File: config.mk
export PLATFORM = sky130hd
export DESIGN_NAME = lpio_port
export DESIGN_NICKNAME = d
export VERILOG_FILES = /design/src/rtl/lpio_pkg.sv /design/src/rtl/lpio_port.sv
export SDC_FILE = /design/constraint.sdc
export NUM_CORES = 1
export LEC_CHECK = 0
export ABC_AREA = 1
export BUFFER_PORTS_ARGS = -buffer_cell sky130_fd_sc_hd__buf_2
export CAP_MARGIN = 20
export CORE_UTILIZATION = 30
export DETAILED_ROUTE_END_ITERATION = 16
export HOLD_SLACK_MARGIN = 0.03
export MAX_ROUTING_LAYER = met4
export PLACE_DENSITY = 0.42
export SLEW_MARGIN = 20
export SYNTH_ARGS = -nofsm -noshare
export SYNTH_HDL_FRONTEND = slang
export SYNTH_SLANG_ARGS = --single-unit
File: constraint.sdc
create_clock -name clk_sys_i -period 2.7 [get_ports clk_sys_i]
set_clock_uncertainty 0.15 [all_clocks]
set_input_delay 0.405 -clock clk_sys_i [delete_from_list [all_inputs] [get_ports clk_sys_i]]
set_output_delay 0.405 -clock clk_sys_i [all_outputs]
set_load 0.01 [all_outputs]
File: src/rtl/lpio_pkg.sv
package lpio_pkg;

    // ------------------------------------------------------------
    // geometry
    // ------------------------------------------------------------
    localparam int PINS = 22;
    localparam int TOUCH_PADS = 15;
    localparam int PIN_LSB = 10;
    localparam int ADDR_W = 9;
    localparam int SEL_W = 5;

    // ------------------------------------------------------------
    // register byte offsets
    // ------------------------------------------------------------
    localparam logic [ADDR_W-1:0] OFF_OUT = 9'h000;
    localparam logic [ADDR_W-1:0] OFF_OUT_SET = 9'h004;
    localparam logic [ADDR_W-1:0] OFF_OUT_CLR = 9'h008;
    localparam logic [ADDR_W-1:0] OFF_OE = 9'h00c;
    localparam logic [ADDR_W-1:0] OFF_OE_SET = 9'h010;
    localparam logic [ADDR_W-1:0] OFF_OE_CLR = 9'h014;
    localparam logic [ADDR_W-1:0] OFF_PEND = 9'h018;
    localparam logic [ADDR_W-1:0] OFF_PEND_SET = 9'h01c;
    localparam logic [ADDR_W-1:0] OFF_PEND_CLR = 9'h020;
    localparam logic [ADDR_W-1:0] OFF_IN = 9'h024;
    localparam logic [ADDR_W-1:0] OFF_PINCFG = 9'h028;
    localparam logic [ADDR_W-1:0] OFF_PADCFG = 9'h084;
    localparam logic [ADDR_W-1:0] OFF_XTL = 9'h0e0;
    localparam logic [ADDR_W-1:0] OFF_I2C = 9'h0e4;
    localparam logic [ADDR_W-1:0] OFF_VER = 9'h1fc;

    // ------------------------------------------------------------
    // field positions
    // ------------------------------------------------------------
    localparam int B_OD = 2;
    localparam int B_ITYPE = 7;
    localparam int B_WAKE = 10;
    localparam int B_FUN_IE = 13;
    localparam int B_SLP_OE = 14;
    localparam int B_SLP_IE = 15;
    localparam int B_SLP_SEL = 16;
    localparam int B_MUX = 19;
    localparam int B_TIE = 23;
    localparam int B_RDE = 27;
    localparam int B_RUE = 28;
    localparam int B_XSEL = 27;
    localparam int B_SCL = 0;
    localparam int B_SDA = 1;

    // interrupt trigger codes
    localparam logic [2:0] IT_OFF = 3'h0;
    localparam logic [2:0] IT_RISE = 3'h1;
    localparam logic [2:0] IT_FALL = 3'h2;
    localparam logic [2:0] IT_ANY = 3'h3;
    localparam logic [2:0] IT_LOW = 3'h4;
    localparam logic [2:0] IT_HIGH = 3'h5;

    // ------------------------------------------------------------
    // types
    // ------------------------------------------------------------
    typedef enum logic {BUS_IDLE, BUS_ANSWER} lpio_bus_t;

    typedef struct packed {
        logic read;
        logic write;
        logic [ADDR_W-1:0] address;
        logic [31:0] writedata;
        logic [3:0] byteenable;
    } lpio_avm_req_t;

    typedef struct packed {
        logic light_sleep_wake_enable;
        logic [2:0] irq_trigger_type;
        logic open_drain_select;
    } lpio_pincfg_t;

    typedef struct packed {
        logic pad_pullup_enable;
        logic pad_pulldown_enable;
        logic touch_tie_level;
        logic pad_domain_select;
        logic pad_sleep_override;
        logic pad_sleep_input_enable;
        logic pad_sleep_drive_enable;
        logic pad_input_enable;
    } lpio_padcfg_t;

endpackage

File: src/rtl/lpio_port.sv
`timescale 1ns/1ps
// Behaviour
// RULE1 - pin k sits at vector bit 10+k
// RULE2 - output set alias sets output bits
// RULE3 - output clear alias clears output bits
// RULE4 - pin drives only while its enable is set; i2c drive-low drives low-power pins 0-3 low with it clear
// RULE5 - enable set alias sets enable bits
// RULE6 - enable clear alias clears enable bits
// RULE7 - one readable, writable pending bit per pin
// RULE8 - pending set alias forces pending bits
// RULE9 - pending clear alias clears pending bits
// RULE10 - input vector reads current pin levels
// RULE11 - trigger codes: off, rise, fall, any, low, high
// RULE12 - open-drain select makes pin drive low only
// RULE13 - wake enable wakes from light sleep only
// RULE14 - sleep override applies sleep enables while asleep
// RULE15 - domain select: 1 low-power, 0 digital
// RULE16 - pull-up and pull-down bits drive pad pulls
// RULE17 - crystal power-down is chosen pin XOR invert
// RULE18 - i2c clock pin 0/2, data pin 1/3
// RULE19 - touch tie level follows its bit
// RULE20 - software leaves touch source select at zero
// RULE21 - trigger condition sets pending until cleared
// RULE22 - zeros written to aliases change nothing
module lpio_port #(
    parameter logic [31:0] VERSION_RESET = 32'h0000_0001
) (
    // clock and reset
    input wire logic clk_sys_i,
    input wire logic rst_n_i,
    // avalon-mm slave
    input wire lpio_pkg::lpio_avm_req_t avs_req_i,
    output logic [31:0] avs_readdata_o,
    output logic avs_waitrequest_o,
    // pads
    input wire logic [lpio_pkg::PINS-1:0] pad_in_i,
    output logic [lpio_pkg::PINS-1:0] pad_out_o,
    output logic [lpio_pkg::PINS-1:0] pad_oe_n_o,
    output logic [lpio_pkg::PINS-1:0] pad_ie_o,
    output logic [lpio_pkg::PINS-1:0] pad_pullup_o,
    output logic [lpio_pkg::PINS-1:0] pad_pulldown_o,
    output logic [lpio_pkg::TOUCH_PADS-1:0] touch_tie_o,
    // digital-domain pad logic
    input wire logic [lpio_pkg::PINS-1:0] dig_out_i,
    input wire logic [lpio_pkg::PINS-1:0] dig_oe_i,
    // power state
    input wire logic sleep_i,
    input wire logic light_sleep_i,
    output logic wake_o,
    // crystal power-down
    input wire logic xtal_invert_i,
    output logic xtal_powerdown_o,
    // low-power i2c, open-drain style
    input wire logic i2c_scl_drive_low_i,
    input wire logic i2c_sda_drive_low_i,
    output logic i2c_scl_in_o,
    output logic i2c_sda_in_o
);

    localparam int N = lpio_pkg::PINS;
    localparam int L = lpio_pkg::PIN_LSB;
    localparam logic [6:0] PIN_COUNT = 7'(lpio_pkg::PINS);

    typedef struct packed {
        lpio_pkg::lpio_bus_t bus;
        logic [31:0] rdata;
        logic [N-1:0] out;
        logic [N-1:0] oe;
        logic [N-1:0] pend;
        logic [N-1:0] prev_in;
        lpio_pkg::lpio_pincfg_t [N-1:0] pincfg;
        lpio_pkg::lpio_padcfg_t [N-1:0] padcfg;
        logic [lpio_pkg::SEL_W-1:0] xsel;
        logic scl_route;
        logic sda_route;
        logic [31:0] version;
        logic [N-1:0] pad_out;
        logic [N-1:0] pad_oe_n;
        logic wake;
        logic xtal_pd;
        logic scl_in;
        logic sda_in;
    } lpio_state_t;

    lpio_state_t q;
    lpio_state_t next_q;

    // ------------------------------------------------------------
    // bus decode
    // ------------------------------------------------------------
    logic req;
    logic take;
    logic wr_take;
    logic [31:0] wmask;
    logic [N-1:0] wpins;
    logic [N-1:0] wmpins;
    logic [lpio_pkg::ADDR_W-1:0] pin_off;
    logic [lpio_pkg::ADDR_W-1:0] pad_off;
    logic [6:0] pin_idx;
    logic [6:0] pad_idx;
    logic pin_hit;
    logic pad_hit;
    logic [31:0] rd_mux;
    logic [31:0] xtl_new;
    logic [31:0] pin_new;

    assign req = avs_req_i.read | avs_req_i.write;
    assign take = req && (q.bus == lpio_pkg::BUS_ANSWER);
    assign wr_take = take && avs_req_i.write;
    assign avs_waitrequest_o = req && (q.bus == lpio_pkg::BUS_IDLE);
    assign avs_readdata_o = q.rdata;

    always_comb begin
        for (int b = 0; b < 4; b++) begin
            wmask[8*b +: 8] = {8{avs_req_i.byteenable[b]}};
        end
    end

    assign wmpins = wmask[L +: N];
    assign wpins = avs_req_i.writedata[L +: N] & wmpins;
    assign pin_off = avs_req_i.address - lpio_pkg::OFF_PINCFG;
    assign pad_off = avs_req_i.address - lpio_pkg::OFF_PADCFG;
    assign pin_idx = pin_off[8:2];
    assign pad_idx = pad_off[8:2];
    assign pin_hit = (avs_req_i.address >= lpio_pkg::OFF_PINCFG) && (pin_idx < PIN_COUNT);
    assign pad_hit = (avs_req_i.address >= lpio_pkg::OFF_PADCFG) && (pad_idx < PIN_COUNT);

    function automatic logic [31:0] pin_word(input lpio_pkg::lpio_pincfg_t c);
        logic [31:0] w;
        w = '0;
        w[lpio_pkg::B_OD] = c.open_drain_select;
        w[lpio_pkg::B_ITYPE +: 3] = c.irq_trigger_type;
        w[lpio_pkg::B_WAKE] = c.light_sleep_wake_enable;
        return w;
    endfunction

    function automatic logic [31:0] pad_word(input lpio_pkg::lpio_padcfg_t c);
        logic [31:0] w;
        w = '0;
        w[lpio_pkg::B_FUN_IE] = c.pad_input_enable;
        w[lpio_pkg::B_SLP_OE] = c.pad_sleep_drive_enable;
        w[lpio_pkg::B_SLP_IE] = c.pad_sleep_input_enable;
        w[lpio_pkg::B_SLP_SEL] = c.pad_sleep_override;
        w[lpio_pkg::B_MUX] = c.pad_domain_select;
        w[lpio_pkg::B_TIE] = c.touch_tie_level;
        w[lpio_pkg::B_RDE] = c.pad_pulldown_enable;
        w[lpio_pkg::B_RUE] = c.pad_pullup_enable;
        return w;
    endfunction

    // write with byte lanes; the input word is masked here by the lane mask
    function automatic logic [31:0] merge(input logic [31:0] old, input logic [31:0] wd,
                                          input logic [31:0] m);
        return (old & ~m) | (wd & m);
    endfunction

    assign xtl_new = merge({27'h0, q.xsel} << lpio_pkg::B_XSEL, avs_req_i.writedata, wmask);
    assign pin_new = merge(pin_word(q.pincfg[pin_idx[4:0]]), avs_req_i.writedata, wmask);

    // aliases and unmapped offsets read as zero
    always_comb begin
        rd_mux = '0;
        unique case (avs_req_i.address)
            lpio_pkg::OFF_OUT: rd_mux[L +: N] = q.out; // [RULE1]
            lpio_pkg::OFF_OE: rd_mux[L +: N] = q.oe;
            lpio_pkg::OFF_PEND: rd_mux[L +: N] = q.pend; // [RULE7]
            lpio_pkg::OFF_IN: rd_mux[L +: N] = pad_in_i; // [RULE10]
            lpio_pkg::OFF_XTL: rd_mux[lpio_pkg::B_XSEL +: lpio_pkg::SEL_W] = q.xsel;
            lpio_pkg::OFF_I2C: begin
                rd_mux[lpio_pkg::B_SCL] = q.scl_route;
                rd_mux[lpio_pkg::B_SDA] = q.sda_route;
            end
            lpio_pkg::OFF_VER: rd_mux = q.version;
            default: begin
                if (pin_hit && (avs_req_i.address < lpio_pkg::OFF_PADCFG)) begin
                    rd_mux = pin_word(q.pincfg[pin_idx[4:0]]);
                end else if (pad_hit) begin
                    rd_mux = pad_word(q.padcfg[pad_idx[4:0]]);
                end
            end
        endcase
    end

    // ------------------------------------------------------------
    // per-pin trigger detect and pad drive
    // ------------------------------------------------------------
    logic [N-1:0] hit;
    logic [N-1:0] pad_en;
    logic [N-1:0] pad_val;
    logic [N-1:0] sleep_ovr;
    logic [N-1:0] lp_dom;
    logic [N-1:0] i2c_low;

    for (genvar k = 0; k < N; k++) begin : g_pin
        lpio_pkg::lpio_pincfg_t c;
        lpio_pkg::lpio_padcfg_t p;
        logic lp_en;
        logic lp_val;
        logic normal_en;
        logic hk;
        assign c = q.pincfg[k];
        assign p = q.padcfg[k];

        always_comb begin
            unique case (c.irq_trigger_type) // [RULE11]
                lpio_pkg::IT_RISE: hk = pad_in_i[k] & ~q.prev_in[k];
                lpio_pkg::IT_FALL: hk = ~pad_in_i[k] & q.prev_in[k];
                lpio_pkg::IT_ANY: hk = pad_in_i[k] ^ q.prev_in[k];
                lpio_pkg::IT_LOW: hk = ~pad_in_i[k];
                lpio_pkg::IT_HIGH: hk = pad_in_i[k];
                default: hk = 1'b0;
            endcase
        end
        assign hit[k] = hk;

        // i2c lines pull low only, so they override the port's own value
        if (k == 0 || k == 2) begin : g_scl
            assign i2c_low[k] = i2c_scl_drive_low_i && (q.scl_route == (k == 2)); // [RULE18]
        end else if (k == 1 || k == 3) begin : g_sda
            assign i2c_low[k] = i2c_sda_drive_low_i && (q.sda_route == (k == 3)); // [RULE18]
        end else begin : g_none
            assign i2c_low[k] = 1'b0;
        end

        assign sleep_ovr[k] = p.pad_sleep_override & sleep_i; // [RULE14]
        assign lp_dom[k] = p.pad_domain_select; // [RULE15]
        // open drain releases the pad instead of driving high
        assign lp_en = (q.oe[k] & (~c.open_drain_select | ~q.out[k])) | i2c_low[k]; // [RULE12]
        assign lp_val = q.out[k] & ~c.open_drain_select & ~i2c_low[k]; // [RULE12]
        assign normal_en = lp_dom[k] ? lp_en : dig_oe_i[k]; // [RULE15]
        assign pad_en[k] = sleep_ovr[k] ? p.pad_sleep_drive_enable : normal_en; // [RULE14]
        assign pad_val[k] = lp_dom[k] ? lp_val : dig_out_i[k];
        assign pad_ie_o[k] = sleep_ovr[k] ? p.pad_sleep_input_enable : p.pad_input_enable;
        assign pad_pullup_o[k] = p.pad_pullup_enable; // [RULE16]
        assign pad_pulldown_o[k] = p.pad_pulldown_enable; // [RULE16]
        if (k < lpio_pkg::TOUCH_PADS) begin : g_touch
            assign touch_tie_o[k] = p.touch_tie_level; // [RULE19]
        end
    end

    // ------------------------------------------------------------
    // next state
    // ------------------------------------------------------------
    logic [N-1:0] wake_mask;

    always_comb begin
        for (int k = 0; k < N; k++) begin
            wake_mask[k] = q.pincfg[k].light_sleep_wake_enable;
        end
    end

    always_comb begin
        next_q = q;
        next_q.prev_in = pad_in_i;
        unique case (q.bus)
            lpio_pkg::BUS_IDLE: begin
                if (req) begin
                    next_q.bus = lpio_pkg::BUS_ANSWER;
                    if (avs_req_i.read) begin
                        next_q.rdata = rd_mux;
                    end
                end
            end
            lpio_pkg::BUS_ANSWER: next_q.bus = lpio_pkg::BUS_IDLE;
        endcase

        if (wr_take) begin
            unique case (avs_req_i.address)
                lpio_pkg::OFF_OUT: next_q.out = (q.out & ~wmpins) | wpins;
                lpio_pkg::OFF_OUT_SET: next_q.out = q.out | wpins; // [RULE2] [RULE22]
                lpio_pkg::OFF_OUT_CLR: next_q.out = q.out & ~wpins; // [RULE3] [RULE22]
                lpio_pkg::OFF_OE: next_q.oe = (q.oe & ~wmpins) | wpins;
                lpio_pkg::OFF_OE_SET: next_q.oe = q.oe | wpins; // [RULE5] [RULE22]
                lpio_pkg::OFF_OE_CLR: next_q.oe = q.oe & ~wpins; // [RULE6] [RULE22]
                lpio_pkg::OFF_PEND: next_q.pend = (q.pend & ~wmpins) | wpins; // [RULE7]
                lpio_pkg::OFF_PEND_SET: next_q.pend = q.pend | wpins; // [RULE8] [RULE22]
                lpio_pkg::OFF_PEND_CLR: next_q.pend = q.pend & ~wpins; // [RULE9] [RULE22]
                lpio_pkg::OFF_XTL: next_q.xsel = xtl_new[lpio_pkg::B_XSEL +: lpio_pkg::SEL_W];
                lpio_pkg::OFF_I2C: begin
                    if (avs_req_i.byteenable[0]) begin
                        next_q.scl_route = avs_req_i.writedata[lpio_pkg::B_SCL];
                        next_q.sda_route = avs_req_i.writedata[lpio_pkg::B_SDA];
                    end
                end
                lpio_pkg::OFF_VER: next_q.version = merge(q.version, avs_req_i.writedata, wmask);
                default: begin
                    if (pin_hit && (avs_req_i.address < lpio_pkg::OFF_PADCFG)) begin
                        next_q.pincfg[pin_idx[4:0]] = lpio_pkg::lpio_pincfg_t'({
                            pin_new[lpio_pkg::B_WAKE], pin_new[lpio_pkg::B_ITYPE +: 3],
                            pin_new[lpio_pkg::B_OD]});
                    end else if (pad_hit) begin
                        next_q.padcfg[pad_idx[4:0]] = lpio_pkg::lpio_padcfg_t'({
                            avs_req_i.writedata[lpio_pkg::B_RUE],
                            avs_req_i.writedata[lpio_pkg::B_RDE],
                            avs_req_i.writedata[lpio_pkg::B_TIE],
                            avs_req_i.writedata[lpio_pkg::B_MUX],
                            avs_req_i.writedata[lpio_pkg::B_SLP_SEL],
                            avs_req_i.writedata[lpio_pkg::B_SLP_IE],
                            avs_req_i.writedata[lpio_pkg::B_SLP_OE],
                            avs_req_i.writedata[lpio_pkg::B_FUN_IE]});
                    end
                end
            endcase
        end

        // hardware set wins over any software clear in the same cycle
        next_q.pend = next_q.pend | hit; // [RULE21]
        next_q.pad_out = pad_val;
        next_q.pad_oe_n = ~pad_en; // [RULE4]
        next_q.wake = light_sleep_i & |(hit & wake_mask); // [RULE13]
        next_q.xtal_pd = pad_in_i[q.xsel] ^ xtal_invert_i; // [RULE17]
        next_q.scl_in = q.scl_route ? pad_in_i[2] : pad_in_i[0]; // [RULE18]
        next_q.sda_in = q.sda_route ? pad_in_i[3] : pad_in_i[1]; // [RULE18]
    end

    always_ff @(posedge clk_sys_i or negedge rst_n_i) begin
        if (!rst_n_i) begin
            q <= '0;
            q.bus <= lpio_pkg::BUS_IDLE;
            q.version <= VERSION_RESET;
            q.pad_oe_n <= '1;
        end else begin
            q <= next_q;
        end
    end

    assign pad_out_o = q.pad_out;
    assign pad_oe_n_o = q.pad_oe_n;
    assign wake_o = q.wake;
    assign xtal_powerdown_o = q.xtal_pd;
    assign i2c_scl_in_o = q.scl_in;
    assign i2c_sda_in_o = q.sda_in;
endmodule

-- Word-level counts from Yosys, hierarchy flattened
Cells that the tools add are included.
- input bits: 120
- flip-flop bits (word level): 494
- output and inout port bits: 162
- add/sub/neg operators: 2
- order comparisons: 10
- reduce and logical (&&, ||, !) cells: 28
- mux-type cells: 137
- bitwise operators: 288
- equality and inequality tests: 122
- operators by type and width (operator ; count):
    $pmux 22 s3 ; 3
    $and 22x22->22 ; 8
    $bwmux 176 ; 1
    $or 22x22->22 ; 7
    $eq 3x2->1 const B ; 44
    $eq 3x3->1 const B ; 44
    $and 1x1->1 ; 115
    $bwmux 110 ; 1
    $pmux 1 s5 ; 22
    $pmux 17 s6 ; 1
    $not 1->1 ; 97
    $and 32x32->32 ; 3
    $mux 1 ; 91
    $eq 3x1->1 const B ; 22
    $not 22->22 ; 3
    $mux 32 ; 2
    $or 32x32->32 ; 2
    $bmux 8 s5 ; 1
    $demux 8 s5 ; 1
    $eq 9x5->1 const B ; 4
    $pmux 5 s7 ; 1
    $mux 33 ; 1
    $not 32->32 ; 1
    $mux 29 ; 1
    other kinds (37) ; 111

-- Depth between registers and ports, before layout
- word-level depth: 9
- gate-level depth with buffers: 19
- gate-level depth less buffers: 16

-- Worst setup path before layout
OpenSTA, ideal clock, no wires.
- kind: input-to-reg
- start: input port avs_req_i[38] (netlist name)
- end: register q (netlist bit pad_pulldown_o[9])
- required time: 2.421 ns
- setup slack: -0.331 ns
- arrival: 2.751 ns
- buffers on the path: 6
- stages: 17
- library setup time: 0.129 ns
- path through: inv_1 > buf_2 > buf_1 > buf_2 > ha_1 > clkbuf_1 > inv_2 > nand2_1 > nand2_1 > nand2_1 > nand3_1 > inv_2 > buf_4 > nand3_4 > buf_6 > nand2_1 > o21ai_2
- longest elaborated chain between the ends: 6
- ends and longest elaborated chain (item ; RTL line ; source):
    start, declared ; lpio_port.sv:32 ; input wire lpio_pkg::lpio_avm_req_t avs_req_i,
    $sub 9x8->9 / $sub 9x6->9 (equally long branches) ; lpio_port.sv:122, lpio_port.sv:121 ;
    $lt 5x6->1 (implied by the code) (tied with other cells) ; lpio_port.sv:292 ; next_q.padcfg[pad_idx[4:0]] = lpio_pkg::lpio_padcfg_t'({
    $logic_and 1x1->1, on equally long branches ; lpio_port.sv:292, lpio_port.sv:125 ;
    $mux 8 (implied by the code) / $logic_and 1x1->1 (equally long branches) ; lpio_port.sv:292, lpio_port.sv:287 ;
    $demux 8 s5 / $not 1->1 (equally long branches) ; - ;
    $bwmux 176 / $reduce_and 4->1 (equally long branches) ; - ;
    end signal, assigned ; lpio_port.sv:323 ; q <= next_q;
    end, declared ; lpio_port.sv:85 ; lpio_state_t q;
Parallel ways exist; a longest one is shown, timed or not.
A chain may end at the register's enable or synchronous reset.

-- Worst setup path in the final report
- start: input port avs_req_i[46] (netlist name)
- end: output port avs_waitrequest_o
- longest elaborated chain between the ends: 2
- ends and longest elaborated chain (item ; RTL line ; source):
    $or 1x1->1 ; lpio_port.sv:107 ; assign req = avs_req_i.read | avs_req_i.write;
    $logic_and 1x1->1 ; lpio_port.sv:110 ; assign avs_waitrequest_o = req && (q.bus == lpio_pkg::BUS_IDLE);
    end, declared ; lpio_port.sv:34 ; output logic avs_waitrequest_o,
Every way passes these cells.

==> impl_metrics.py <==
metrics = {
    "global_route": {
        "grt_max_degree": 99,
        "grt-ovfl-total": 0,
        "grt_pass1_wl_um": 170700,
        "grt_pass1_vias": 24920,
        "globalRouteTotalUtil_pct": 25.26,
        "antenna_found_initial": 7,
    },
    "final_layout": {
        "final_common_cell": "nand2_1",
        "final_util_pct": 37.84,
        "final_layout_size_suffix_gt1_share_pct": 19.97,
        "area_delta_synth_final_pct": 24.61,
        "layout_common_cells": "1135 x nand2_1, 471 x dfrtp_1, 303 x inv_1",
        "final_cells": 5318,
        "fin_nets": 4190,
        "fill_cells": 9719,
    },
    "synth": {
        "syn_inst": 3598,
        "synthTopCellsByArea": "dfrtp_1 42%, nand2_1 15%, o21ai_0 4.8%",
        "synth_top_family_by_area": "simple AND/OR/NAND/NOR gates",
        "async_reset_ff_share_pct": 100.0,
        "synth_fp_nets": 3767,
        "yosys.area_share.xor_xnor_pct": 0.1524,
        "synth_compound_area_share_pct": 15.60,
        "yosysWarnings": 0,
        "seq_area_frac_synth_pct": 44.38,
        "synth-adder-area-share_pct": 2.196,
        "synth_edf_count": 0,
        "synth_seq_cells": 494,
        "synth.area.mux_share_pct": 1.197,
        "synth-main-ff-cell": "dfrtp_1",
        "synth_area_um2": 27920,
        "netlist.top_cell.by_area": "dfrtp_1",
        "synthSimpleGateAreaFrac_pct": 25.55,
        "netlist.area_leader.share_pct": 42.22,
        "syn_area_per_cell_um2": 7.760,
        "synth_cell_types": 46,
    },
    "pwr": {
        "switching_share_pct": 29.94,
        "p_leak_nw": 16.83,
        "p_switching_w": 0.006034,
        "p_total_w": 0.02016,
        "pwr-share-comb_pct": 16.9,
        "p_per_area_nw_per_um2": 579.3,
        "p_seq_share_pct": 41.5,
        "clockPowerShare_pct": 41.6,
        "ir_drop_uv": 466.0,
        "intPower_w": 0.01412,
    },
    "sta": {
        "rsz0062_at_grt": "no",
        "setup-violations-final": 0,
        "fmax_mhz": 407.3,
        "worstMarginPinSlew_ps": 837.7,
        "slew_violations": 0,
        "min_period_over_period_pct": 90.93,
        "worst_slack_ps": 245.0,
        "hold_viol": 0,
        "slew_headroom_pct": 44.15,
        "final.min_clock_period_ps": 2455,
    },
    "route": {
        "drc": 0,
        "viasPerCell": 4.852,
        "routed_wl_um": 116900,
        "ant_nets": 0,
        "route.vias.total": 25800,
        "drt_pass1_iterations": 6,
        "drt_iter0_markers": 2013,
        "routedWlPerCell_um": 21.99,
    },
    "setup_path": {
        "required_ps": 2140,
        "crit_type": "input port to primary output",
        "startpoint_type": "input port",
        "arrival_ps": 1900,
        "endpoint_kind": "primary output",
        "cp_max_fo": 2,
    },
    "clock_tree": {
        "cts_tree": "built",
        "clock-root-buffer": "clkbuf_16",
        "cts_buffers": 60,
        "cts-resized-gates": 0,
        "cts.htree.levels": 2,
        "clk_pin_slew_ps": 50,
        "clockBufferDepth": 3,
        "clock-sinks": 494,
        "worstSkewPairLatency_ps": 650,
    },
    "place": {
        "place_congestion": 0.9178,
        "placed_cells": 5102,
        "dpl.hpwl_um": 87850,
        "post-place-ws_ps": -317.2,
        "port_buffers": 281,
    },
    "die": {
        "coreArea_um2": 91940,
        "rows": 111,
        "die_height_um": 307.1,
        "io_pins": 282,
        "start_util_pct": 30.37,
        "die_w_um": 307.1,
        "dieArea_um2": 94290,
    },
    "hold_path": {
        "hold_path_class": "input port to flop",
    },
    "flow_run": {
        "max_cap_violations": 0,
    },
    "status": {
        "outcome": "completed",
    },
}
critical path, stage by stage:
cell and delay [ps]:
dlygate4sd3_1 520, buf_2 110, nor2_1 30, dlygate4sd3_1 550
nor2_1 130, buf_2 150
stage by stage:
step | hold slack, ps | area, µm² | TNS (ps)
6_report | 62.96 | 34790 | 0
5_1_grt | 78.36 | 34790 | 0
4_1_cts | 32.52 | 34780 | 0
3_5_place_dp | 184.6 | 31760 | -25100
3_3_place_gp | 182.7 | 31760 | -37420
2_1_floorplan | -40.59 | 27980 | 0
synth_stat cells (27+ instances only):
| cell | n |
|---|---|
| mux2_2 | 27 |
| o21ai_1 | 135 |
| o21ai_0 | 269 |
| nand3_1 | 167 |
| nand2_1 | 1135 |
| inv_1 | 304 |
| buf_4 | 142 |
| nor2_1 | 233 |
| o22ai_1 | 68 |
| ha_1 | 49 |
| clkbuf_1 | 75 |
| o211ai_1 | 41 |
| buf_2 | 36 |
| a21oi_1 | 197 |
| dfrtp_1 | 471 |
| nand3_4 | 41 |
cells by family (layout without fill, tap and decap cells):
logic type / count (synthesis) / in the layout
and+or+nand+nor: 1635 / 1635
AOI/OAI and AO/OA: 782 / 782
buffers and inverters: 604 / 1077
DFF: 494 / 494
adders and majority gates: 49 / 49
muxes: 30 / 30
xor gates and xnor gates: 4 / 4
other: 0 / 4
registers in the layout, summed over array words and instances, names as in the netlist, named ones only:
| register | cells |
|---|---|
| i2c_sda_in_o | 1 |
| g_pin.c | 110 |
| i2c_scl_in_o | 1 |
| pad_oe_n_o | 22 |
| q | 91 |
| g_pin.p | 117 |
| xtal_powerdown_o | 1 |
| avs_readdata_o | 32 |
| pad_pulldown_o | 22 |
| pad_pullup_o | 22 |
| wake_o | 1 |
| touch_tie_o | 15 |
| pad_out_o | 22 |
final timing paths:
check                           cells after the start                 to              start  slack [ps]
min in group asynchronous                           2     g_pin[14].c[3]            rst_n_i         120
worst min register to register                      2  avs_readdata_o[6]  avs_readdata_o[6]         330
max in group asynchronous                           3     g_pin[21].p[5]            rst_n_i        1350
worst min-delay path                                3     pad_oe_n_o[19]            sleep_i          60
worst max register to register                     11     g_pin[10].c[3]     g_pin[14].c[3]         340
worst max-delay path                                6  avs_waitrequest_o      avs_req_i[46]         240
routing by layer:
metal | vias up | share of wire [%] | GRT usage (%)
li1 | 12510 | - | -
met1 | 12420 | 48 | 35.78
met2 | 747 | 45 | 38.46
met3 | 131 | 5.3 | 3.081
met4 | 0 | 2.2 | 5.577
met5 | - | 0 | -
power by group through the flow:
stage	combinational, W	sequential (W)	clock [W]
floorplan	0.00187	0.00833	0
global placement	0.00328	0.00849	0
detailed placement	0.00329	0.00848	0
CTS	0.00342	0.00836	0.00856
global route	0.00372	0.00842	0.00885
finish	0.00341	0.00836	0.00839
area by class of cell:
cell class                      instances  area [µm²]  share of cell area, %
Clock buffer                           96        1828                  5.254
Timing Repair Buffer                  650        5106                  14.68
Tap cell                             1243        1555                  4.470
Clock inverter                         16       193.9                 0.5574
Inverter                              315        1185                  3.406
Multi-Input combinational cell       2500       12520                  35.99
Antenna cell                            4       10.01                0.02877
Sequential cell                       494       12390                  35.61
repair_timing:
| action | in CTS | in global routing |
|---|---|---|
| buffers inserted | 0 | 0 |
| hold buffers | 100 | 0 |
| hold endpoints to repair | 429 | 0 |
(Power assumes the default switching activity.)
